$ cat src/verilog/uflc_consts.svh
`ifndef UFLC_CONSTS_SVH
`define UFLC_CONSTS_SVH
`define UFLC_OFF_DATA   8'h00
`define UFLC_OFF_DIVHI  8'h04
`define UFLC_OFF_FIFO   8'h08
`define UFLC_OFF_LCR    8'h0c
`define UFLC_OFF_MCR    8'h10
`define UFLC_OFF_MSR    8'h18
`define UFLC_OFF_STAT   8'h1c
`define UFLC_LCR_DLAB   7
`define UFLC_LCR_BRK    6
`define UFLC_LCR_STICK  5
`define UFLC_LCR_EPS    4
`define UFLC_LCR_PEN    3
`define UFLC_LCR_STOP   2
`define UFLC_MCR_AFCE   5
`define UFLC_MCR_LOOP   4
`define UFLC_MCR_OUTB   3
`define UFLC_MCR_OUTA   2
`define UFLC_MCR_RTS    1
`define UFLC_MCR_DTR    0
`define UFLC_LCR_RST    8'h00
`define UFLC_MCR_RST    6'h00
`define UFLC_DIV_RST    8'h00
`define UFLC_TICK_HALF  5'h07
`define UFLC_TICK_ONE   5'h0f
`define UFLC_TICK_ONEH  5'h17
`define UFLC_TICK_TWO   5'h1f
`define UFLC_RESP_OKAY  2'h0
`define UFLC_RESP_ERR   2'h2
`endif

$ cat src/verilog/uflc_pkg.sv
package uflc_pkg;
   typedef enum logic [2:0] {
      UFLC_IDLE   = 3'h0,
      UFLC_START  = 3'h1,
      UFLC_DATA   = 3'h3,
      UFLC_PARITY = 3'h2,
      UFLC_STOP   = 3'h6
   } uflc_state_t;
   typedef enum logic [2:0] {
      UFLC_SEL_DATA, UFLC_SEL_DLL, UFLC_SEL_DLH, UFLC_SEL_FIFO,
      UFLC_SEL_LCR, UFLC_SEL_MCR, UFLC_SEL_MSR, UFLC_SEL_NONE
   } uflc_sel_t;
   typedef struct packed {
      logic       stick;
      logic       eps;
      logic       pen;
      logic       stop;
      logic [1:0] wlen;
   } uflc_fmt_t;
endpackage

$ cat src/verilog/uflc_stream_if.sv
`timescale 1ns/1ps
`default_nettype none
interface uflc_stream_if #(parameter int W = 8);
   logic         valid;
   logic         ready;
   logic [W-1:0] data;
   modport src (output valid, output data, input ready);
   modport snk (input valid, input data, output ready);
endinterface // uflc_stream_if
`default_nettype wire

$ cat src/verilog/uflc_fifo.sv
`timescale 1ns/1ps
`default_nettype none
module uflc_fifo #(
   parameter int WIDTH = 8,
   parameter int DEPTH = 32
) (
   input wire logic     clk,
   input wire logic     rst,
   uflc_stream_if.snk   wr,
   uflc_stream_if.src   rd
);
   localparam int AW = $clog2(DEPTH);
   logic [WIDTH-1:0] mem_q [DEPTH];
   logic [AW:0]      wp_q;
   logic [AW:0]      rp_q;
   wire              full  = (wp_q[AW] != rp_q[AW]) && (wp_q[AW-1:0] == rp_q[AW-1:0]);
   wire              empty = (wp_q == rp_q);
   wire              push  = wr.valid && !full;
   wire              pop   = rd.ready && !empty;
   assign wr.ready = !full;
   assign rd.valid = !empty;
   assign rd.data  = mem_q[rp_q[AW-1:0]];
   always_ff @(posedge clk) begin
      if (push) begin
         mem_q[wp_q[AW-1:0]] <= wr.data;
      end
   end
   always_ff @(posedge clk) begin
      if (rst) begin
         wp_q <= '0;
         rp_q <= '0;
      end else begin
         wp_q <= wp_q + (AW+1)'(push);
         rp_q <= rp_q + (AW+1)'(pop);
      end
   end
endmodule // uflc_fifo
`default_nettype wire

$ cat src/verilog/uflc_top.sv
// Operation
// - line-control bit 7 set exposes divisor low and high bytes for read and write.
// - break bit 6 forces the serial output low until cleared, except in loopback, where the output stays high.
// - stick parity with even-select zero sends and expects parity one.
// - stick parity with even-select one sends and expects parity zero.
// - even-select bit 4 picks even parity when one, odd when zero.
// - parity enable bit 3 turns parity generation and checking on together.
// - stop select zero appends exactly one stop bit.
// - stop select one with five-bit words gives one and a half stop bits.
// - stop select one with six to eight bits gives two stop bits.
// - receiver checks only the first stop bit for framing.
// - length field codes 0 to 3 select 5 to 8 data bits, both directions.
// - loopback holds output high, feeds transmitter to receiver, loops modem lines.
// - user output bits drive their active-low pins inverted, except in loopback, where the pins stay high.
// - auto flow with fifo enabled forces request-to-send inactive above receive threshold.
//
// Register access over AXI4-Lite is this design's own decision.
`include "uflc_consts.svh"
`timescale 1ns/1ps
`default_nettype none
module uflc_top (
   input  wire logic        clk,
   input  wire logic        rst,
   input  wire logic        awvalid,
   output logic             awready,
   input  wire logic [7:0]  awaddr,
   input  wire logic        wvalid,
   output logic             wready,
   input  wire logic [31:0] wdata,
   input  wire logic [3:0]  wstrb,
   output logic             bvalid,
   input  wire logic        bready,
   output logic [1:0]       bresp,
   input  wire logic        arvalid,
   output logic             arready,
   input  wire logic [7:0]  araddr,
   output logic             rvalid,
   input  wire logic        rready,
   output logic [31:0]      rdata,
   output logic [1:0]       rresp,
   input  wire logic        serial_in,
   output logic             serial_out,
   input  wire logic        clear_to_send_n,
   input  wire logic        data_set_ready_n,
   input  wire logic        ring_indicator_n,
   input  wire logic        carrier_detect_n,
   output logic             data_terminal_ready_n,
   output logic             request_to_send_n,
   output logic             user_output_a_pin_n,
   output logic             user_output_b_pin_n
);
   function automatic uflc_pkg::uflc_sel_t dec(input logic [7:0] a, input logic dlab);
      case (a)
         `UFLC_OFF_DATA:  dec = dlab ? uflc_pkg::UFLC_SEL_DLL : uflc_pkg::UFLC_SEL_DATA;
         `UFLC_OFF_DIVHI: dec = dlab ? uflc_pkg::UFLC_SEL_DLH : uflc_pkg::UFLC_SEL_NONE;
         `UFLC_OFF_FIFO:  dec = uflc_pkg::UFLC_SEL_FIFO;
         `UFLC_OFF_LCR:   dec = uflc_pkg::UFLC_SEL_LCR;
         `UFLC_OFF_MCR:   dec = uflc_pkg::UFLC_SEL_MCR;
         `UFLC_OFF_MSR:   dec = uflc_pkg::UFLC_SEL_MSR;
         `UFLC_OFF_STAT:  dec = uflc_pkg::UFLC_SEL_MSR;
         default:         dec = uflc_pkg::UFLC_SEL_NONE;
      endcase
   endfunction
   // parity bit for the character under the given format
   function automatic logic par_bit(input uflc_pkg::uflc_fmt_t f, input logic [7:0] d);
      logic x;
      x = ^(d & (8'hff >> (2'h3 - f.wlen)));
      par_bit = f.stick ? !f.eps : (f.eps ? x : !x);
   endfunction

   logic [7:0]  lcr_q, dll_q, dlh_q, rx_data_q;
   logic [5:0]  mcr_q;
   logic        fifo_en_q, aw_held_q, w_held_q, bvalid_q, rvalid_q;
   logic [7:0]  awaddr_q, wdata_q;
   logic        wstrb0_q;
   logic [1:0]  bresp_q, rresp_q;
   logic [31:0] rdata_q;
   logic [15:0] baud_cnt_q;
   logic        sout_q, loop_bit_q, rx_valid_q, par_err_q, frame_err_q;
   uflc_pkg::uflc_state_t tx_st_q, rx_st_q;
   uflc_pkg::uflc_fmt_t   tx_fmt_q, rx_fmt_q;
   logic [4:0]  tx_cnt_q, rx_cnt_q;
   logic [2:0]  tx_idx_q, rx_idx_q;
   logic [7:0]  tx_sh_q, rx_sh_q;
   logic        tx_par_q, rx_par_q;

   uflc_stream_if #(.W(8)) push_if ();
   uflc_stream_if #(.W(8)) pop_if ();
   // the fifo stalls the bus write response when full, so software never drops a character
   uflc_fifo #(.WIDTH(8), .DEPTH(32)) u_txfifo (
      .clk (clk),
      .rst (rst),
      .wr  (push_if),
      .rd  (pop_if)
   );

   wire        dlab    = lcr_q[`UFLC_LCR_DLAB];
   wire        brk     = lcr_q[`UFLC_LCR_BRK];
   wire        loop    = mcr_q[`UFLC_MCR_LOOP];
   wire uflc_pkg::uflc_fmt_t lcr_fmt = lcr_q[5:0];
   wire uflc_pkg::uflc_sel_t wsel = dec(awaddr_q, dlab);
   wire uflc_pkg::uflc_sel_t rsel = dec(araddr, dlab);
   wire        wr_pend = aw_held_q && w_held_q && !bvalid_q;
   wire        wr_thr  = wr_pend && wsel == uflc_pkg::UFLC_SEL_DATA;
   wire        wr_go   = wr_pend && (!wr_thr || push_if.ready);
   wire        wr_en   = wr_go && wstrb0_q;
   wire        ar_take = arvalid && !rvalid_q;
   wire        rbr_rd  = ar_take && rsel == uflc_pkg::UFLC_SEL_DATA && araddr == `UFLC_OFF_DATA;
   wire [15:0] div_w   = {dlh_q, dll_q};
   wire        tick    = div_w != 16'h0 && baud_cnt_q >= div_w - 16'h1;

   // modem lines as seen internally; loopback feeds outputs back
   wire        cts = loop ? mcr_q[`UFLC_MCR_RTS]  : !clear_to_send_n;
   wire        dsr = loop ? mcr_q[`UFLC_MCR_DTR]  : !data_set_ready_n;
   wire        ri  = loop ? mcr_q[`UFLC_MCR_OUTA] : !ring_indicator_n;
   wire        dcd = loop ? mcr_q[`UFLC_MCR_OUTB] : !carrier_detect_n;
   wire        rx_line = loop ? loop_bit_q : serial_in;
   wire        rts_gate = mcr_q[`UFLC_MCR_AFCE] && fifo_en_q && rx_valid_q;

   assign awready = !aw_held_q;
   assign wready  = !w_held_q;
   assign bvalid  = bvalid_q;
   assign bresp   = bresp_q;
   assign arready = !rvalid_q;
   assign rvalid  = rvalid_q;
   assign rdata   = rdata_q;
   assign rresp   = rresp_q;
   assign push_if.valid = wr_thr && wstrb0_q;
   assign push_if.data  = wdata_q;
   // a waiting character is taken at the last stop tick, so no idle clock stretches the stop bit
   assign pop_if.ready  = tx_st_q == uflc_pkg::UFLC_IDLE || (tx_st_q == uflc_pkg::UFLC_STOP && tx_end);
   assign serial_out    = sout_q;
   // pins go inactive in loopback since the lines are turned inward
   assign data_terminal_ready_n = loop || !mcr_q[`UFLC_MCR_DTR];
   assign request_to_send_n     = loop || !mcr_q[`UFLC_MCR_RTS] || rts_gate;
   assign user_output_a_pin_n   = loop || !mcr_q[`UFLC_MCR_OUTA];
   assign user_output_b_pin_n   = loop || !mcr_q[`UFLC_MCR_OUTB];

   logic [31:0] rd_mux;
   always_comb begin
      case (rsel)
         uflc_pkg::UFLC_SEL_DATA: rd_mux = {24'h0, rx_data_q};
         uflc_pkg::UFLC_SEL_DLL:  rd_mux = {24'h0, dll_q};
         uflc_pkg::UFLC_SEL_DLH:  rd_mux = {24'h0, dlh_q};
         uflc_pkg::UFLC_SEL_FIFO: rd_mux = {31'h0, fifo_en_q};
         uflc_pkg::UFLC_SEL_LCR:  rd_mux = {24'h0, lcr_q};
         uflc_pkg::UFLC_SEL_MCR:  rd_mux = {26'h0, mcr_q};
         uflc_pkg::UFLC_SEL_MSR:  rd_mux = (araddr == `UFLC_OFF_MSR) ? {28'h0, dcd, ri, dsr, cts} :
            {25'h0, tx_st_q == uflc_pkg::UFLC_IDLE && !pop_if.valid, push_if.ready, 1'b0,
             frame_err_q, par_err_q, 1'b0, rx_valid_q};
         default:                 rd_mux = 32'h0;
      endcase
   end

   always_ff @(posedge clk) begin
      if (rst) begin
         aw_held_q <= 1'b0;
         w_held_q  <= 1'b0;
         bvalid_q  <= 1'b0;
         bresp_q   <= `UFLC_RESP_OKAY;
         awaddr_q  <= 8'h00;
         wdata_q   <= 8'h00;
         wstrb0_q  <= 1'b0;
      end else begin
         if (awvalid && !aw_held_q) begin
            aw_held_q <= 1'b1;
            awaddr_q  <= awaddr;
         end else if (wr_go) begin
            aw_held_q <= 1'b0;
         end
         if (wvalid && !w_held_q) begin
            w_held_q <= 1'b1;
            wdata_q  <= wdata[7:0];
            wstrb0_q <= wstrb[0];
         end else if (wr_go) begin
            w_held_q <= 1'b0;
         end
         if (wr_go) begin
            bvalid_q <= 1'b1;
            bresp_q  <= (wsel == uflc_pkg::UFLC_SEL_NONE || wsel == uflc_pkg::UFLC_SEL_MSR) ?
                        `UFLC_RESP_ERR : `UFLC_RESP_OKAY;
         end else if (bready) begin
            bvalid_q <= 1'b0;
         end
      end
   end

   always_ff @(posedge clk) begin
      if (rst) begin
         lcr_q     <= `UFLC_LCR_RST;
         mcr_q     <= `UFLC_MCR_RST;
         dll_q     <= `UFLC_DIV_RST;
         dlh_q     <= `UFLC_DIV_RST;
         fifo_en_q <= 1'b0;
      end else if (wr_en) begin
         case (wsel)
            uflc_pkg::UFLC_SEL_DLL:  dll_q     <= wdata_q;
            uflc_pkg::UFLC_SEL_DLH:  dlh_q     <= wdata_q;
            uflc_pkg::UFLC_SEL_FIFO: fifo_en_q <= wdata_q[0];
            uflc_pkg::UFLC_SEL_LCR:  lcr_q     <= wdata_q;
            uflc_pkg::UFLC_SEL_MCR:  mcr_q     <= wdata_q[5:0];
            default:                 fifo_en_q <= fifo_en_q;
         endcase
      end
   end

   always_ff @(posedge clk) begin
      if (rst) begin
         rvalid_q <= 1'b0;
         rdata_q  <= 32'h0;
         rresp_q  <= `UFLC_RESP_OKAY;
      end else if (ar_take) begin
         rvalid_q <= 1'b1;
         rdata_q  <= rd_mux;
         rresp_q  <= (rsel == uflc_pkg::UFLC_SEL_NONE) ? `UFLC_RESP_ERR : `UFLC_RESP_OKAY;
      end else if (rready) begin
         rvalid_q <= 1'b0;
      end
   end

   // 16 ticks per bit; a divisor of zero stops the line
   always_ff @(posedge clk) begin
      if (rst || tick || div_w == 16'h0) begin
         baud_cnt_q <= 16'h0;
      end else begin
         baud_cnt_q <= baud_cnt_q + 16'h1;
      end
   end

   logic       tx_frame_bit;
   wire  [4:0] tx_last = (tx_st_q != uflc_pkg::UFLC_STOP || !tx_fmt_q.stop) ? `UFLC_TICK_ONE :
                         (tx_fmt_q.wlen == 2'h0) ? `UFLC_TICK_ONEH : `UFLC_TICK_TWO;
   wire        tx_end  = tick && tx_cnt_q == tx_last;
   always_comb begin
      case (tx_st_q)
         uflc_pkg::UFLC_START:  tx_frame_bit = 1'b0;
         uflc_pkg::UFLC_DATA:   tx_frame_bit = tx_sh_q[0];
         uflc_pkg::UFLC_PARITY: tx_frame_bit = tx_par_q;
         default:               tx_frame_bit = 1'b1;
      endcase
   end
   wire tx_line_d = loop ? 1'b1 : (brk ? 1'b0 : tx_frame_bit);

   always_ff @(posedge clk) begin
      if (rst) begin
         sout_q     <= 1'b1;
         loop_bit_q <= 1'b1;
      end else begin
         sout_q     <= tx_line_d;
         loop_bit_q <= brk ? 1'b0 : tx_frame_bit;
      end
   end

   always_ff @(posedge clk) begin
      if (rst) begin
         tx_st_q  <= uflc_pkg::UFLC_IDLE;
         tx_cnt_q <= 5'h0;
         tx_idx_q <= 3'h0;
         tx_sh_q  <= 8'h00;
         tx_par_q <= 1'b0;
         tx_fmt_q <= '0;
      end else if (tx_st_q == uflc_pkg::UFLC_IDLE) begin
         tx_cnt_q <= 5'h0;
         tx_idx_q <= 3'h0;
         if (pop_if.valid) begin
            tx_st_q  <= uflc_pkg::UFLC_START;
            tx_sh_q  <= pop_if.data;
            tx_fmt_q <= lcr_fmt;
            tx_par_q <= par_bit(lcr_fmt, pop_if.data);
         end
      end else if (tick) begin
         tx_cnt_q <= tx_end ? 5'h0 : tx_cnt_q + 5'h1;
         if (tx_end) begin
            case (tx_st_q)
               uflc_pkg::UFLC_START: tx_st_q <= uflc_pkg::UFLC_DATA;
               uflc_pkg::UFLC_DATA: begin
                  tx_sh_q  <= tx_sh_q >> 1;
                  tx_idx_q <= tx_idx_q + 3'h1;
                  if (tx_idx_q == {1'b1, tx_fmt_q.wlen}) begin
                     tx_st_q <= tx_fmt_q.pen ? uflc_pkg::UFLC_PARITY : uflc_pkg::UFLC_STOP;
                  end
               end
               uflc_pkg::UFLC_PARITY: tx_st_q <= uflc_pkg::UFLC_STOP;
               default: begin
                  tx_st_q  <= pop_if.valid ? uflc_pkg::UFLC_START : uflc_pkg::UFLC_IDLE;
                  tx_idx_q <= 3'h0;
                  if (pop_if.valid) begin
                     tx_sh_q  <= pop_if.data;
                     tx_fmt_q <= lcr_fmt;
                     tx_par_q <= par_bit(lcr_fmt, pop_if.data);
                  end
               end
            endcase
         end
      end
   end

   // receiver: start sampled at mid-bit, then one sample per bit
   wire [7:0] rx_align = rx_sh_q >> (2'h3 - rx_fmt_q.wlen);
   wire       rx_samp  = tick && rx_cnt_q == (rx_st_q == uflc_pkg::UFLC_START ? `UFLC_TICK_HALF : `UFLC_TICK_ONE);
   wire       rx_done  = rx_samp && rx_st_q == uflc_pkg::UFLC_STOP;
   always_ff @(posedge clk) begin
      if (rst) begin
         rx_st_q  <= uflc_pkg::UFLC_IDLE;
         rx_cnt_q <= 5'h0;
         rx_idx_q <= 3'h0;
         rx_sh_q  <= 8'h00;
         rx_par_q <= 1'b0;
         rx_fmt_q <= '0;
      end else if (rx_st_q == uflc_pkg::UFLC_IDLE) begin
         rx_cnt_q <= 5'h0;
         rx_idx_q <= 3'h0;
         rx_par_q <= 1'b0;
         if (tick && !rx_line) begin
            rx_st_q  <= uflc_pkg::UFLC_START;
            rx_fmt_q <= lcr_fmt;
         end
      end else if (tick) begin
         rx_cnt_q <= rx_samp ? 5'h0 : rx_cnt_q + 5'h1;
         if (rx_samp) begin
            case (rx_st_q)
               uflc_pkg::UFLC_START: rx_st_q <= rx_line ? uflc_pkg::UFLC_IDLE : uflc_pkg::UFLC_DATA;
               uflc_pkg::UFLC_DATA: begin
                  rx_sh_q  <= {rx_line, rx_sh_q[7:1]};
                  rx_idx_q <= rx_idx_q + 3'h1;
                  if (rx_idx_q == {1'b1, rx_fmt_q.wlen}) begin
                     rx_st_q <= rx_fmt_q.pen ? uflc_pkg::UFLC_PARITY : uflc_pkg::UFLC_STOP;
                  end
               end
               uflc_pkg::UFLC_PARITY: begin
                  rx_par_q <= rx_line != par_bit(rx_fmt_q, rx_align);
                  rx_st_q  <= uflc_pkg::UFLC_STOP;
               end
               default: rx_st_q <= uflc_pkg::UFLC_IDLE;
            endcase
         end
      end
   end

   always_ff @(posedge clk) begin
      if (rst) begin
         rx_valid_q  <= 1'b0;
         rx_data_q   <= 8'h00;
         par_err_q   <= 1'b0;
         frame_err_q <= 1'b0;
      end else if (rx_done) begin
         rx_valid_q  <= 1'b1;                                          // set beats a same-cycle read
         rx_data_q   <= rx_align;
         par_err_q   <= rx_par_q;
         frame_err_q <= !rx_line;
      end else if (rbr_rd) begin
         rx_valid_q  <= 1'b0;
      end
   end
endmodule // uflc_top
`default_nettype wire

$ cat config.mk
export PLATFORM = sky130hd
export DESIGN_NAME = uflc_top
export DESIGN_NICKNAME = d
export VERILOG_FILES = /design/src/verilog/uflc_pkg.sv /design/src/verilog/uflc_stream_if.sv /design/src/verilog/uflc_fifo.sv /design/src/verilog/uflc_top.sv
export VERILOG_INCLUDE_DIRS = /design/src /design/src/verilog
export SDC_FILE = /design/constraint.sdc
export NUM_CORES = 1
export LEC_CHECK = 0
export ABC_AREA = 1
export BUFFER_PORTS_ARGS = -buffer_cell sky130_fd_sc_hd__buf_2
export CORE_MARGIN = 2
export CORE_UTILIZATION = 27
export CTS_BUF_LIST = sky130_fd_sc_hd__clkbuf_8 sky130_fd_sc_hd__clkbuf_16
export DETAILED_ROUTE_END_ITERATION = 6
export GPL_ROUTABILITY_DRIVEN = 0
export GPL_TIMING_DRIVEN = 0
export PLACE_DENSITY = 0.47
export SLEW_MARGIN = 10
export SYNTH_ARGS = -nofsm -noshare
export SYNTH_HDL_FRONTEND = slang
export SYNTH_SLANG_ARGS = --single-unit
export TNS_END_PERCENT = 30
$ cat constraint.sdc
create_clock -name clk -period 4.9 [get_ports clk]
set_input_delay 0.98 -clock clk [delete_from_list [all_inputs] [get_ports clk]]
set_output_delay 0.98 -clock clk [all_outputs]
set_load 0.01 [all_outputs]
==> impl.org, run 1 <==
** Finish
- Area of the multi-input gates :: 6820 um^2
- Leaving out fill and tap cells, the most frequent cell in the layout is sky130_fd_sc_hd__nand2_1.
- Summing all flip-flop and latch instances after layout gives 10700 um^2.
- Fillers :: 7128
- Growth of design area from synthesis to finish :: 17.7%
- Post-layout instance area :: 22200 um^2
- Fraction of layout cells with a size suffix above 1 :: 0.102
- Final-stage net count :: 2388
- Post-Layout Cell Count :: 3266
- Commonest non-fill, non-tap cells in the layout :: sky130_fd_sc_hd__nand2_1, sky130_fd_sc_hd__edfxtp_1, sky130_fd_sc_hd__nor2_1

** Detailed routing
- Initial DRC Count :: 1186
- Once detail routing completed, the nets flagged for antenna violations numbered 0.
- Dividing the detail-routed wire length by the instance count gives 18.8 um.
- After detailed routing, the number of vias per cell comes to 4.66.
- Detailed-route via count :: 15200
- Pre-antenna DRT Iters :: 5
- Summed over all layers, the routed wires come to 61.2 mm.
- DRC violations left :: 0

** Die
- Die area :: 71900 um^2
- The die is 268 um wide.
- The floorplan step set the die height to 268 um.
- Initial core utilization :: 0.274
- Site Rows :: 96
- The core region is 68800 um^2.
- In this run the count of I/O pins placed on the die edge is 110.

** Pwr
- For this design the static power due to leakage is 0.00871 uW.
- For this design the ratio of total power to cell area is 356 nW/um^2.
- VDD sags by at most 0.000247 V.

** Global routing
- Entering global routing, the biggest net connects 35 pins.
- In the global route stage, overall resource usage came out at 0.169.
- Summed over all layers, the global routing overflow is 0.
- The number of antenna violations at the first check in global routing came to 1.
- The first global-routing pass estimated 90.6 mm of wire.
- The via count of the first global-routing pass was 14400.

** CTS
- Total clock buffers created by CTS :: 46
- Later-pin clock latency in the skew report :: 0.59 ns
- Register clock-pin slew on the reported worst setup and hold paths :: 0.06 ns
- Number of buffers between clock root and the deepest sink :: 3
- Clock root buffer :: sky130_fd_sc_hd__clkbuf_16
- CTS tree :: done
- Maximum level of the CTS H-tree :: 2
- Hold repair after CTS inserted 0 buffers.
- The clock drives 408 sinks.

** Critical path
- Slowest stage cell, crit path :: sky130_fd_sc_hd__dfxtp_1
- Along the worst path, the maximum fanout reaches 7.
- The worst setup path is launched from a flip-flop.
- The critical path in this run is classified as flip-flop to flip-flop.
- In this design, the stage delay of the slowest critical-path cell is 0.36 ns.
- Data arrival at the endpoint of the critical path :: 4.74 ns
- STA puts the critical path data required time at 5.34 ns.
- Kind of end point of the critical path :: flip-flop

** Placed design
- Number of port buffers :: 55
- The placed instances occupy a cell area of 20600 um^2.
- Counting tap cells, the placed design contains a total of 3180 instances.
- After legalization and detailed placement, the total HPWL measured 42.7 mm.
- OpenSTA, run right after detailed placement, puts the worst setup slack at -0.193 ns.

** Logic synthesis
- Number of enable-type register cells in the synthesized netlist :: 256
- In this run the mean area of a mapped cell was 8.72 um^2.
- Predominant post-synthesis flop cell :: sky130_fd_sc_hd__edfxtp_1
- Post-synthesis cell area :: 18800 um^2
- Synthesis handed over a netlist of 2161 instances.
- Post-synthesis sequential area ratio :: 0.570
- Synthesis inferred 408 register bits.
- Fraction of registers with async set/reset :: 0
- Synth cell types :: 44
- Yosys printed 0 warnings.

** Timing
- Setup violations remaining at the end of the flow were counted as 0.
- Summed negative setup slack over all endpoints :: 0 ns
- Fmax :: 233 MHz
- Setup repair after global routing missed its margin :: false
- Final Slew Violations :: 0
- Minimum period implied by the final worst setup slack :: 4.30 ns
- The final-report hold violation count was 0.
- Max-slew headroom :: 0.271
- Setup ws final :: 0.602 ns
- The clock arrives with 0.0311 ns of skew.
- For the pin with the worst max-slew slack, the measured transition is 1.09 ns.
- Of the available clock period, the critical path in the final layout requires 0.877.

** Hold path
- The worst hold path belongs to the class flip-flop to flip-flop.

** Run status
- The run finished with clean final reports.

** Run
- The tool flagged a number of max-cap violations equal to 0.
## per-layer routing
metal / track usage / up-vias / share of wire
li1: - / 7390 / -
met5: 0 / - / 0
met1: 0.228 / 7288 / 0.45
met4: 0.0589 / 0 / 0.031
met2: 0.279 / 453 / 0.47
met3: 0.0220 / 97 / 0.048
## logic make-up after synthesis
kind of cell / share of synthesized area
adder cells (fa/ha/maj): 0.0173
other: 0.000199
multiplexers: 0.000531
flip-flops: 0.570
AND/OR/NAND/NOR: 0.234
buffers and inverters: 0.0750
XOR/XNOR: 0.0158
AO/OA/AOI/OAI: 0.0872
## what timing repair did
action                                  in CTS  in global routing
buffers inserted                             0                  1
endpoints found under the setup margin       2                  9
gates resized for setup                      2                 10
pin swaps                                    0                  1
## cell type report
cell class | instances | share of cell area
Multi-Input combinational cell | 1448 | 0.308
Clock inverter | 36 | 0.0170
Clock buffer | 48 | 0.0532
Buffer | 109 | 0.0263
Sequential cell | 408 | 0.485
Timing Repair Buffer | 64 | 0.0207
Tap cell | 931 | 0.0526
Inverter | 221 | 0.0375
Antenna cell | 1 | 0.000113
## through the flow
step,utilization,hold slack [ns],total power (uW)
after floorplan,-,0.430,4170
after global placement,0.296,0.448,4340
after detailed placement,0.299,0.455,4380
after CTS,0.321,0.466,7950
after global routing,0.322,0.488,8160
final,0.322,0.464,7900
## state kept, by name, indices dropped and copies added (netlist names), 4 cells and up
register	count
tx_cnt_q	5
baud_cnt_q	16
rx_sh_q	8
dll_q	8
lcr_q	8
u_txfifo.wp_q	6
u_txfifo.rp_q	6
rx_data_q	8
rdata	8
tx_fmt_q	4
rx_cnt_q	5
rx_fmt_q	5
dlh_q	8
push_if.data	8
tx_sh_q	8
mcr_q	6
awaddr_q	8
u_txfifo.mem_q	256
## worst max-delay path: cells and delay by family (launching register included)
| family | cells | cell delay, ns |
|---|---|---|
| fa+ha+maj | 2 | 0.48 |
| xor+xnor | 2 | 0.27 |
| flops | 1 | 0.36 |
| buf+inv | 5 | 0.40 |
| simple gates | 21 | 2.62 |
## power by group
part | switching (uW) | internal (uW)
clock network | 1470 | 2120
logic | 350 | 168
registers | 69.0 | 3730
## Yosys cell counts, types with 2 or more instances
library cell,instances,area (um^2)
sky130_fd_sc_hd__a211oi_1,11,82.6
sky130_fd_sc_hd__a21oi_1,136,681
sky130_fd_sc_hd__a221oi_1,3,26.3
sky130_fd_sc_hd__and3_1,3,18.8
sky130_fd_sc_hd__buf_1,9,33.8
sky130_fd_sc_hd__buf_2,31,155
sky130_fd_sc_hd__buf_4,32,240
sky130_fd_sc_hd__buf_6,2,22.5
sky130_fd_sc_hd__clkbuf_1,35,131
sky130_fd_sc_hd__clkinv_1,2,7.51
sky130_fd_sc_hd__dfxtp_1,152,3040
sky130_fd_sc_hd__edfxtp_1,256,7690
sky130_fd_sc_hd__ha_1,26,325
sky130_fd_sc_hd__inv_1,215,807
sky130_fd_sc_hd__inv_2,4,15.0
sky130_fd_sc_hd__nand2_1,553,2080
sky130_fd_sc_hd__nand2_2,6,37.5
sky130_fd_sc_hd__nand3_1,206,1030
sky130_fd_sc_hd__nand3b_1,2,15.0
sky130_fd_sc_hd__nand4_1,9,56.3
sky130_fd_sc_hd__nor2_1,236,886
sky130_fd_sc_hd__nor2_2,3,18.8
sky130_fd_sc_hd__nor2_4,3,33.8
sky130_fd_sc_hd__nor3_1,24,120
sky130_fd_sc_hd__nor3b_1,8,60.1
sky130_fd_sc_hd__nor4_1,2,12.5
sky130_fd_sc_hd__o211ai_1,11,82.6
sky130_fd_sc_hd__o21a_1,16,120
sky130_fd_sc_hd__o21ai_0,113,566
sky130_fd_sc_hd__o22ai_1,2,12.5
sky130_fd_sc_hd__o31ai_1,2,15.0
sky130_fd_sc_hd__or2_2,4,25.0
sky130_fd_sc_hd__xnor2_1,12,105
sky130_fd_sc_hd__xor2_1,22,193
## worst paths after layout
check | startpoint | endpoint | slack [ns] | cells past startpoint
setup / recovery | dll_q[2]$_SDFFE_PP0P_ | u_txfifo.rp_q[5]$_SDFF_PP0_ | 0.60 | 30
hold / removal | rx_fmt_q[3]$_SDFFE_PP0P_ | rx_fmt_q[3]$_SDFFE_PP0P_ | 0.46 | 2
hold reg to reg | rx_fmt_q[3]$_SDFFE_PP0P_ | rx_fmt_q[3]$_SDFFE_PP0P_ | 0.46 | 2
setup reg to reg | dll_q[2]$_SDFFE_PP0P_ | u_txfifo.rp_q[5]$_SDFF_PP0_ | 0.60 | 30
(Power assumes the default switching activity.)
==> run 2: changes to the inputs <==
--- a/config.mk
+++ b/config.mk
@@ -8,7 +8,7 @@
 export LEC_CHECK = 0
 export ABC_AREA = 1
 export BUFFER_PORTS_ARGS = -buffer_cell sky130_fd_sc_hd__buf_2
-export CORE_MARGIN = 2
+export CORE_MARGIN = 3
 export CORE_UTILIZATION = 27
 export CTS_BUF_LIST = sky130_fd_sc_hd__clkbuf_8 sky130_fd_sc_hd__clkbuf_16
 export DETAILED_ROUTE_END_ITERATION = 6
@@ -18,5 +18,6 @@
 export SLEW_MARGIN = 10
 export SYNTH_ARGS = -nofsm -noshare
 export SYNTH_HDL_FRONTEND = slang
+export SYNTH_HIERARCHICAL = 1
 export SYNTH_SLANG_ARGS = --single-unit
 export TNS_END_PERCENT = 30
==> run 2 against run 1 <==
Largest power group unchanged. Highest routed layer unchanged. Sequential power is 1% lower. Power decreased by 2.1%. Synthesized cell count rose by 11%. Global-route usage fell by 2.3 points. Via count is 3.3% higher. Sequential share of layout area down 2.1 points. Largest cell class unchanged. Wire length decreased by 7.6%. Final area grew 4.6%. Die area rose by 7.3%. Non-clock buffer count grew 10. Register-to-register slack lost 0.06 ns.
==> impl.org, run 2 <==
** Logic synthesis
- The share of the yosys chip area belonging to registers was 0.538 (-0.0314).
- Library cell with the largest summed area after synthesis :: sky130_fd_sc_hd__edfxtp_1
- Cell with the most instances after synthesis :: sky130_fd_sc_hd__nand2_1
- The synthesized flop and latch total was 408 (unchanged).
- The share of flip-flops with an asynchronous set or reset came to 0 (unchanged).
- By area the synthesized netlist is led by sky130_fd_sc_hd__edfxtp_1, sky130_fd_sc_hd__dfxtp_1, sky130_fd_sc_hd__nand2_1.
- Synthesis warning total :: 6 (+6)
- Predominant post-synthesis flop cell :: sky130_fd_sc_hd__edfxtp_1
- The total standard cell area after synthesis is 19900 um^2 (+5.8%).
- The share of Yosys cell area claimed by the top area cell type was 0.386 (-0.0225).
- Syn_area_per_cell :: 8.34 um^2 (-4.3%)
- The commonest cells after synthesis are sky130_fd_sc_hd__nand2_1, sky130_fd_sc_hd__inv_1, sky130_fd_sc_hd__edfxtp_1.
- Synth cell types :: 47 (+6.8%)
- Number of enable-type register cells in the synthesized netlist :: 256 (unchanged)
- Number of instances in the synthesized netlist :: 2390 (+11%)

** Detailed routing
- Average wire per cell in the routed design :: 16.1 um (-14%)
- The total iterations of the first detailed-routing run came to 5 (unchanged).
- Detailed-route via count :: 15700 (+3.3%)
- DRC violations left :: 0 (unchanged)
- The number of DRC violations after detailed-routing iteration 0 came to 1101 (-7.2%).
- Final wirelength :: 56.6 mm (-7.6%)
- Post-detailed-route count of antenna-violating nets :: 0 (unchanged)
- The mean number of vias per cell was 4.48 (-3.9%).

** Critical path
- Cell repeated most along the worst path :: sky130_fd_sc_hd__nor2_1
- Type of origin of the critical path :: flip-flop
- R2R Setup Slk :: 0.54 ns (-0.06 ns)
- Setup CP Type :: flip-flop to flip-flop
- Data arrival at the endpoint of the critical path :: 4.80 ns (+0.06 ns)
- CP required :: 5.35 ns (about the same)
- The critical path starts at dll_q[1]$_SDFFE_PP0P_.
- The worst register-to-register path ends at u_txfifo/rp_q[5]$_SDFF_PP0_.
- On the critical path, the stage with the largest delay is an instance of sky130_fd_sc_hd__dfxtp_1.
- The worst register-to-register path begins at dll_q[1]$_SDFFE_PP0P_.
- Worst-path fanout max :: 6 (-1)
- Kind of end point of the critical path :: flip-flop
- The length in cells of the worst reg-to-reg path came to 22 (-27%).
- The maximum cell stage delay along the critical path was 0.36 ns (about the same).
- List of cells traversed by the critical path :: nor2_1 > nand3_1 > nor4_2 > nand2_1 > nor2_1 > nand4_1 > nor3_1 > xor2_1 > ha_1 > nand2_1 > nor3_1 > nand3_1 > nand3_2 > nand3_2 > o21ai_0 > nand2_1 > inv_1 > ha_1 > nand4_1 > nor2_1 > xnor2_1 > nor2_1

** Die
- The total number of placement rows came to 98 (+2.1%).
- Core Region :: 72300 um^2 (+5.1%)
- Initial core utilization :: 0.276 (+0.00188)
- The die boundary width was 278 um (+3.6%).
- The floorplan die height came to 278 um (+3.6%).
- IO Count :: 110 (unchanged)
- Die area :: 77100 um^2 (+7.3%)

** CTS
- The clock transition time at the flip-flop clock pins of the worst setup and hold paths came to 0.06 ns (about the same).
- The number of setup buffers added after CTS was 0 (unchanged).
- The count of hold buffers inserted by post-cts repair was 0 (unchanged).
- The number of instances resized during post-cts repair came to 0 (-2).
- Number of buffers between clock root and the deepest sink :: 3 (unchanged)
- TritonCTS built the clock tree.
- The root buffer cell chosen for the clock tree is sky130_fd_sc_hd__clkbuf_16.
- The depth of the CTS H-tree was 2 (unchanged).
- Later-pin clock latency in the skew report :: 0.59 ns (about the same)
- The number of clock sinks is 408 (unchanged).
- The number of buffers created by CTS was 46 (unchanged).

** Placed design
- Dpl cells :: 3429 (+7.8%)
- Number of port buffers :: 56 (+1.8%)
- The pre-CTS setup slack came to 0.594 ns (+0.787 ns).
- The detailed-placement wirelength estimate was 41.4 mm (-2.9%).
- Placed Instance Area :: 21700 um^2 (+5.6%)

** Hold path
- The worst hold path begins at aw_held_q$_SDFFE_PP0P_.
- Depth of the worst hold-timing path :: 2 (unchanged)
- In this run the worst hold path is classified as flip-flop to flip-flop.
- The path with the worst hold slack has its endpoint at aw_held_q$_SDFFE_PP0P_.

** Pwr
- The net switching fraction of the power was 0.239 (about the same).
- The cell leakage power was 0.00973 uW (+12%).
- The ratio of total power to cell area is 334 nW/um^2 (-6.3%).
- Worst supply voltage drop on vdd :: 0.000186 V (-25%)
- Internal power :: 5890 uW (-2.0%)
- The share of power burned in registers was 0.486 (+0.005).
- Net switching power :: 1850 uW (-2.1%)
- Share of power burned in combinational logic :: 0.073 (+0.007)
- The share of total power in the clock network came to 0.441 (-0.013).

** Timing
- Final Slew Violations :: 0 (unchanged)
- The fmax came to 230 MHz (-1.3%).
- Setup ws final :: 0.544 ns (-0.0578 ns)
- Setup repair after global routing left no endpoint under its margin.
- The post-route minimum period was 4.36 ns (+0.0578 ns).
- Tcrit/Tclk final :: 0.889 (+0.0118)
- The final worst clock skew came to 0.0208 ns (-0.0103 ns).
- The final count of negative-setup-slack endpoints is 0 (unchanged).
- The setup total negative slack came to 0 ns (unchanged).
- The final-report hold violation count is 0 (unchanged).
- Max-slew headroom :: 0.314 (+0.0423)
- Worst-margin pin slew :: 1.03 ns (-0.0673 ns)

** Finish
- Growth of design area from synthesis to finish :: 16.3%
- Post-layout instance area :: 23200 um^2 (+4.6%)
- In the layout the commonest cells are sky130_fd_sc_hd__nand2_1, sky130_fd_sc_hd__inv_1, sky130_fd_sc_hd__edfxtp_1.
- The number of nets at the end of the flow came to 2617 (+9.6%).
- Fraction of layout cells with a size suffix above 1 :: 0.115 (+0.0128)
- Post-Layout Cell Count :: 3511 (+7.5%)
- Leaving out fill and tap cells, the most frequent cell in the layout is sky130_fd_sc_hd__nand2_1.
- Number of antenna diodes :: 0 (-1)
- Max reg flops :: 256 (unchanged)

** Global routing
- The maximum number of pins on one net before global-route repair came to 35 (unchanged).
- The via count of the first global-routing pass is 15400 (+6.5%).
- Wire length of the first global-routing pass :: 88.2 mm (-2.7%)
- Initial antenna violation count :: 1 (unchanged)
- Global-route usage over all layers :: 0.146 (-0.0233)
- The overall overflow remaining after global route came to 0 (unchanged).

** Run
- Reported max-cap violation count :: 0 (unchanged)

** Run status
- Outcome :: finished clean
-- run 2: logic make-up (layout without fill, tap and decap cells) --
kind of cell,count (synthesis),count (layout),share of synthesized area
buffers and inverters,421,567,0.0926
AOI/OAI and AO/OA,231,231,0.0621
xor gates and xnor gates,33,33,0.0145
adders and majority gates,26,26,0.0163
other,1,26,0.000188
DFF,408,408,0.538
and+or+nand+nor,1270,1270,0.276
-- run 2: per-layer routing --
metal,wire [um],GRT usage,vias up
li1,-,-,7982
met1,25600,0.189,7298
met2,26300,0.244,345
met3,2730,0.0235,104
met4,1910,0.0555,0
met5,0,0,-
-- run 2: per-stage QoR --
stage / utilization / total power [uW] / hold slack [ns]
CTS: 0.320 / 7840 / 0.461
finish: 0.320 / 7740 / 0.458
floorplan: - / 4170 / 0.424
global placement: 0.297 / 4370 / 0.450
detailed placement: 0.300 / 4400 / 0.452
global route: 0.320 / 8040 / 0.476
-- run 2: worst max path at each step --
stage                                        endpoint  slack [ns]  cells after the start
final                     u_txfifo/rp_q[5]$_SDFF_PP0_        0.54                     22
after CTS                 u_txfifo/rp_q[5]$_SDFF_PP0_        0.59                     22
after floorplan           u_txfifo/rp_q[4]$_SDFF_PP0_        1.56                     22
after global routing      u_txfifo/rp_q[5]$_SDFF_PP0_        0.17                     22
after global placement    u_txfifo/rp_q[5]$_SDFF_PP0_        0.60                     22
after detailed placement  u_txfifo/rp_q[5]$_SDFF_PP0_        0.59                     22
-- run 2: critical path, delay by kind of cell, from the launching register on --
kind            cells  cell delay, ns
compound gates      1            0.32
xor+xnor            2            0.25
fa+ha+maj           2            0.55
buf+inv             1            0.07
flops               1            0.36
simple gates       16            2.68
-- run 2: power groups by stage --
stage | clock network, uW | logic [uW] | registers, uW
after floorplan | 0 | 350 | 3820
after global placement | 0 | 483 | 3890
after detailed placement | 0 | 565 | 3830
after CTS | 3520 | 567 | 3760
after global routing | 3650 | 634 | 3760
final | 3410 | 566 | 3760
-- run 2: final cells by class --
type,count,area [um^2]
fill,7633,49200
inverter,302,1130
clock inverter,32,240
timing repair buffer,64,470
clock buffer,50,1240
multi-input combinational,1586,7450
sequential,408,10700
buffer,119,712
tap,950,1190
==> run 3: changes to the inputs <==
--- a/config.mk
+++ b/config.mk
@@ -6,7 +6,6 @@
 export SDC_FILE = /design/constraint.sdc
 export NUM_CORES = 1
 export LEC_CHECK = 0
-export ABC_AREA = 1
 export BUFFER_PORTS_ARGS = -buffer_cell sky130_fd_sc_hd__buf_2
 export CORE_MARGIN = 3
 export CORE_UTILIZATION = 27
@@ -14,7 +13,6 @@
 export DETAILED_ROUTE_END_ITERATION = 6
 export GPL_ROUTABILITY_DRIVEN = 0
 export GPL_TIMING_DRIVEN = 0
-export PLACE_DENSITY = 0.47
 export SLEW_MARGIN = 10
 export SYNTH_ARGS = -nofsm -noshare
 export SYNTH_HDL_FRONTEND = slang
==> run 3 against run 2 <==
Die area shrank 8.7%. Hold slack gained 0.0021 ns. Maximum frequency shrank 4.9%. Final area shrank 7.9%.
==> impl.org, run 3 <==
** Run status
- The flow ran to the end, and the final reports show no timing, DRC or antenna violations.

** Global routing
- The overall overflow remaining after global route came to 0 (unchanged).
- Largest net degree at the start of global routing :: 38 (+8.6%)
- The global-route usage over all layers is 0.126 (-0.0202).
- The via count of the first global-routing pass was 11600 (-25%).
- Wire length of the first global-routing pass :: 69.2 mm (-21%)
- Initial antenna violation count :: 0 (-1)

** Timing
- Worst-margin pin slew :: 1.31 ns (+0.285 ns)
- Summed negative setup slack over all endpoints :: 0 ns (unchanged)
- The final critical-path share of the clock period is 0.935 (+0.0459).
- The fmax is 218 MHz (-4.9%).
- The final count of negative-setup-slack endpoints was 0 (unchanged).
- Layout Skew :: 0.0274 ns (+0.00664 ns)
- Setup ws final :: 0.320 ns (-0.225 ns)
- Minimum period implied by the final worst setup slack :: 4.58 ns (+0.225 ns)
- The final-report hold violation count was 0 (unchanged).
- The number of pins with negative max-slew slack in the final report came to 0 (unchanged).
- Max-slew headroom :: 0.119 (-0.194)

** Placed design
- Dpl cells :: 2381 (-31%)
- Worst setup slack after placement :: -0.282 ns (-0.876 ns)
- The total of buffers placed on input and output ports was 55 (-1.8%).
- Placed Instance Area :: 19800 um^2 (-8.9%)
- Half-perimeter wire length after detailed placement :: 31.5 mm (-24%)

** Finish
- Commonest non-fill, non-tap cell in the layout :: sky130_fd_sc_hd__edfxtp_1
- The final non-filler cell area came to 21300 um^2 (-7.9%).
- Compared with the post-synthesis result, the final layout area differs by 17.5%.
- Final-stage net count :: 1652 (-37%)
- The final cell utilization of the core was 0.322 (+0.00193).
- The number of fill cells was 6540 (-14%).
- The fraction of final layout cells with drive strength greater than 1 came to 0.188 (+0.0729).
- Number of antenna diodes :: 0 (unchanged)
- Max reg flops :: 256 (unchanged)
- Area of the multi-input gates :: 7060 um^2 (-5.2%)
- Commonest non-fill, non-tap cells in the layout :: sky130_fd_sc_hd__edfxtp_1, sky130_fd_sc_hd__nor2_1, sky130_fd_sc_hd__dfxtp_1
- Post-Layout Cell Count :: 2459 (-30%)
- Sequential standard cell area :: 10700 um^2 (unchanged)

** CTS
- The number of clock sinks was 408 (unchanged).
- Maximum level of the CTS H-tree :: 2 (unchanged)
- The number of buffers on the longest clock path was 3 (unchanged).
- Clock root buffer :: sky130_fd_sc_hd__clkbuf_16
- Later-pin clock latency in the skew report :: 0.56 ns (-0.03 ns)
- The count of hold buffers inserted by post-cts repair was 0 (unchanged).
- Register clock-pin slew on the reported worst setup and hold paths :: 0.07 ns (about the same)
- CTS tree :: done
- The number of buffers created by CTS came to 41 (-11%).

** Detailed routing
- The total iterations of the first detailed-routing run came to 7 (+2).
- Final wirelength :: 45.2 mm (-20%)
- Detailed-route via count :: 11800 (-25%)
- The wire length per cell after detailed routing was 18.4 um (+14%).
- The remaining number of nets flagged by the antenna check after routing is 0 (unchanged).
- The mean number of vias per cell was 4.82 (+7.5%).
- Initial DRC Count :: 751 (-32%)
- DRC violations left :: 0 (unchanged)

** Logic synthesis
- Cell with the most instances after synthesis :: sky130_fd_sc_hd__edfxtp_1
- Among all flip-flop cells after synthesis, the most frequent one is sky130_fd_sc_hd__edfxtp_1.
- The commonest cells after synthesis are sky130_fd_sc_hd__edfxtp_1, sky130_fd_sc_hd__nor2_1, sky130_fd_sc_hd__dfxtp_1.
- Ranked by total cell area, the synthesized netlist is headed by sky130_fd_sc_hd__edfxtp_1, sky130_fd_sc_hd__dfxtp_1, sky130_fd_sc_hd__mux2i_1.
- Library cell with the largest summed area after synthesis :: sky130_fd_sc_hd__edfxtp_1
- Post-synthesis sequential area ratio :: 0.591 (+0.0526)
- Number of enable-type register cells in the synthesized netlist :: 256 (unchanged)
- Synth cell types :: 81 (+72%)
- Yosys top cell area share :: 0.423 (+0.0377)
- Fraction of registers with async set/reset :: 0 (unchanged)
- The count of warnings emitted by yosys came to 6 (unchanged).
- The synthesized flop and latch total is 408 (unchanged).
- The synthesized netlist cell count was 1434 (-40%).
- Syn_area_per_cell :: 12.7 um^2 (+52%)
- Post-synthesis cell area :: 18200 um^2 (-8.9%)

** Die
- The area of the die was 70400 um^2 (-8.7%).
- Overall die width :: 265 um (-4.5%)
- Die Height :: 265 um (-4.5%)
- IO Count :: 110 (unchanged)
- Site Rows :: 94 (-4.1%)
- The standard cell core area came to 66200 um^2 (-8.5%).
- The starting density of the core is 0.274 (-0.00127).

** Critical path
- In this run the critical register-to-register path is launched from dll_q[2]$_SDFFE_PP0P_.
- R2R Setup Slk :: 0.32 ns (-0.22 ns)
- STA classifies the critical path endpoint as a flip-flop.
- Type of origin of the critical path :: flip-flop
- By startpoint and endpoint, the worst setup path is classified as flip-flop to flip-flop.
- The most critical setup path has its startpoint at dll_q[2]$_SDFFE_PP0P_.
- Worst-path fanout max :: 7 (+1)
- Reg2reg path depth :: 20 (-9.1%)
- The required time of the critical path is 5.34 ns (about the same).
- Data arrival at the endpoint of the critical path :: 5.02 ns (+0.22 ns)

** Pwr
- The peak supply drop came to 0.000266 V (+43%).
- Switching Fraction :: 0.226 (-0.0131)
- Share of power burned in the clock network :: 0.431 (-0.010)
- The share of power burned in registers was 0.487 (about the same).
- Share of power burned in combinational logic :: 0.081 (+0.008)
- The total net switching power is 1730 uW (-6.5%).
- Internal power :: 5930 uW (+0.63%)
- The cell leakage power is 0.00748 uW (-23%).
- Pwr Density :: 359 nW/um^2 (+7.4%)

** Hold path
- The worst hold path begins at awaddr_q[1]$_SDFFE_PP0P_.
- The worst hold path belongs to the class flip-flop to flip-flop.
- Depth of the worst hold-timing path :: 2 (unchanged)

** Run
- The number of max-cap violations was 0 (unchanged).
[run 3: repair_timing]
| item | in CTS | in global routing |
|---|---|---|
| gates resized for setup | 3 | 7 |
| pin swaps | 0 | 1 |
| setup buffers | 0 | 1 |
| endpoints found under the setup margin | 5 | 5 |
| gates cloned | 0 | 0 |
[run 3: cell type report]
| cell class | count | area share |
|---|---|---|
| Timing Repair Buffer | 60 | 0.0161 |
| Tap cell | 864 | 0.0507 |
| Multi-Input combinational cell | 926 | 0.331 |
| Clock inverter | 29 | 0.0158 |
| Clock buffer | 47 | 0.0519 |
| Inverter | 17 | 0.00299 |
| Sequential cell | 408 | 0.503 |
| Buffer | 108 | 0.0283 |
[run 3: worst paths after layout]
| check | endpoint |
|---|---|
| worst max-delay path | u_txfifo/rp_q[4]$_SDFF_PP0_ |
| worst min-delay path | awaddr_q[1]$_SDFFE_PP0P_ |
| worst max register to register | u_txfifo/rp_q[4]$_SDFF_PP0_ |
| worst min register to register | awaddr_q[1]$_SDFFE_PP0P_ |
[run 3: through the flow]
| stage | power (uW) | hold WS (ns) |
|---|---|---|
| after floorplan | 4240 | 0.430 |
| after global placement | 4420 | 0.444 |
| after detailed placement | 4430 | 0.447 |
| after CTS | 7740 | 0.461 |
| after global routing | 7920 | 0.483 |
| final | 7650 | 0.460 |
[run 3: cell families (layout without fill, tap and decap cells)]
family	Yosys count	count (layout)	share of synthesized area
mux	173	173	0.128
flops	408	408	0.591
compound gates	190	190	0.0740
buf+inv	125	261	0.0367
xor+xnor	66	66	0.0333
fa+ha+maj	26	26	0.0179
simple gates	445	445	0.119
other cells	1	26	0.000206
[run 3: power groups by stage]
stage               combinational (uW)  sequential [uW]  clock [uW]
floorplan                          462             3780           0
global placement                   606             3810           0
detailed placement                 626             3800           0
CTS                                628             3730        3380
global route                       672             3730        3520
finish                             623             3730        3300
[run 3: worst max-delay path: stages (launching register included)]
cell	delay [ns]
sky130_fd_sc_hd__dfxtp_1	0.38
sky130_fd_sc_hd__or3_4	0.42
sky130_fd_sc_hd__nor3_2	0.18
sky130_fd_sc_hd__nand2b_1	0.14
sky130_fd_sc_hd__nor4_4	0.33
sky130_fd_sc_hd__nand2_1	0.11
sky130_fd_sc_hd__xor2_1	0.19
sky130_fd_sc_hd__ha_1	0.31
sky130_fd_sc_hd__a211oi_1	0.23
sky130_fd_sc_hd__nor2_1	0.11
sky130_fd_sc_hd__a2111oi_4	0.40
sky130_fd_sc_hd__o21a_2	0.31
sky130_fd_sc_hd__nor3_2	0.10
sky130_fd_sc_hd__a21oi_1	0.20
sky130_fd_sc_hd__nor2_2	0.09
sky130_fd_sc_hd__and2_1	0.19
sky130_fd_sc_hd__ha_1	0.22
sky130_fd_sc_hd__ha_1	0.23
sky130_fd_sc_hd__nand3_1	0.10
sky130_fd_sc_hd__xor2_1	0.15
sky130_fd_sc_hd__nor2_1	0.06
[run 3: routing by layer]
layer | GRT usage | part of all wire | vias up
li1 | - | - | 5562
met1 | 0.165 | 0.44 | 5881
met2 | 0.214 | 0.48 | 326
met3 | 0.0201 | 0.052 | 72
met4 | 0.0396 | 0.028 | 0
met5 | 0 | 0 | -
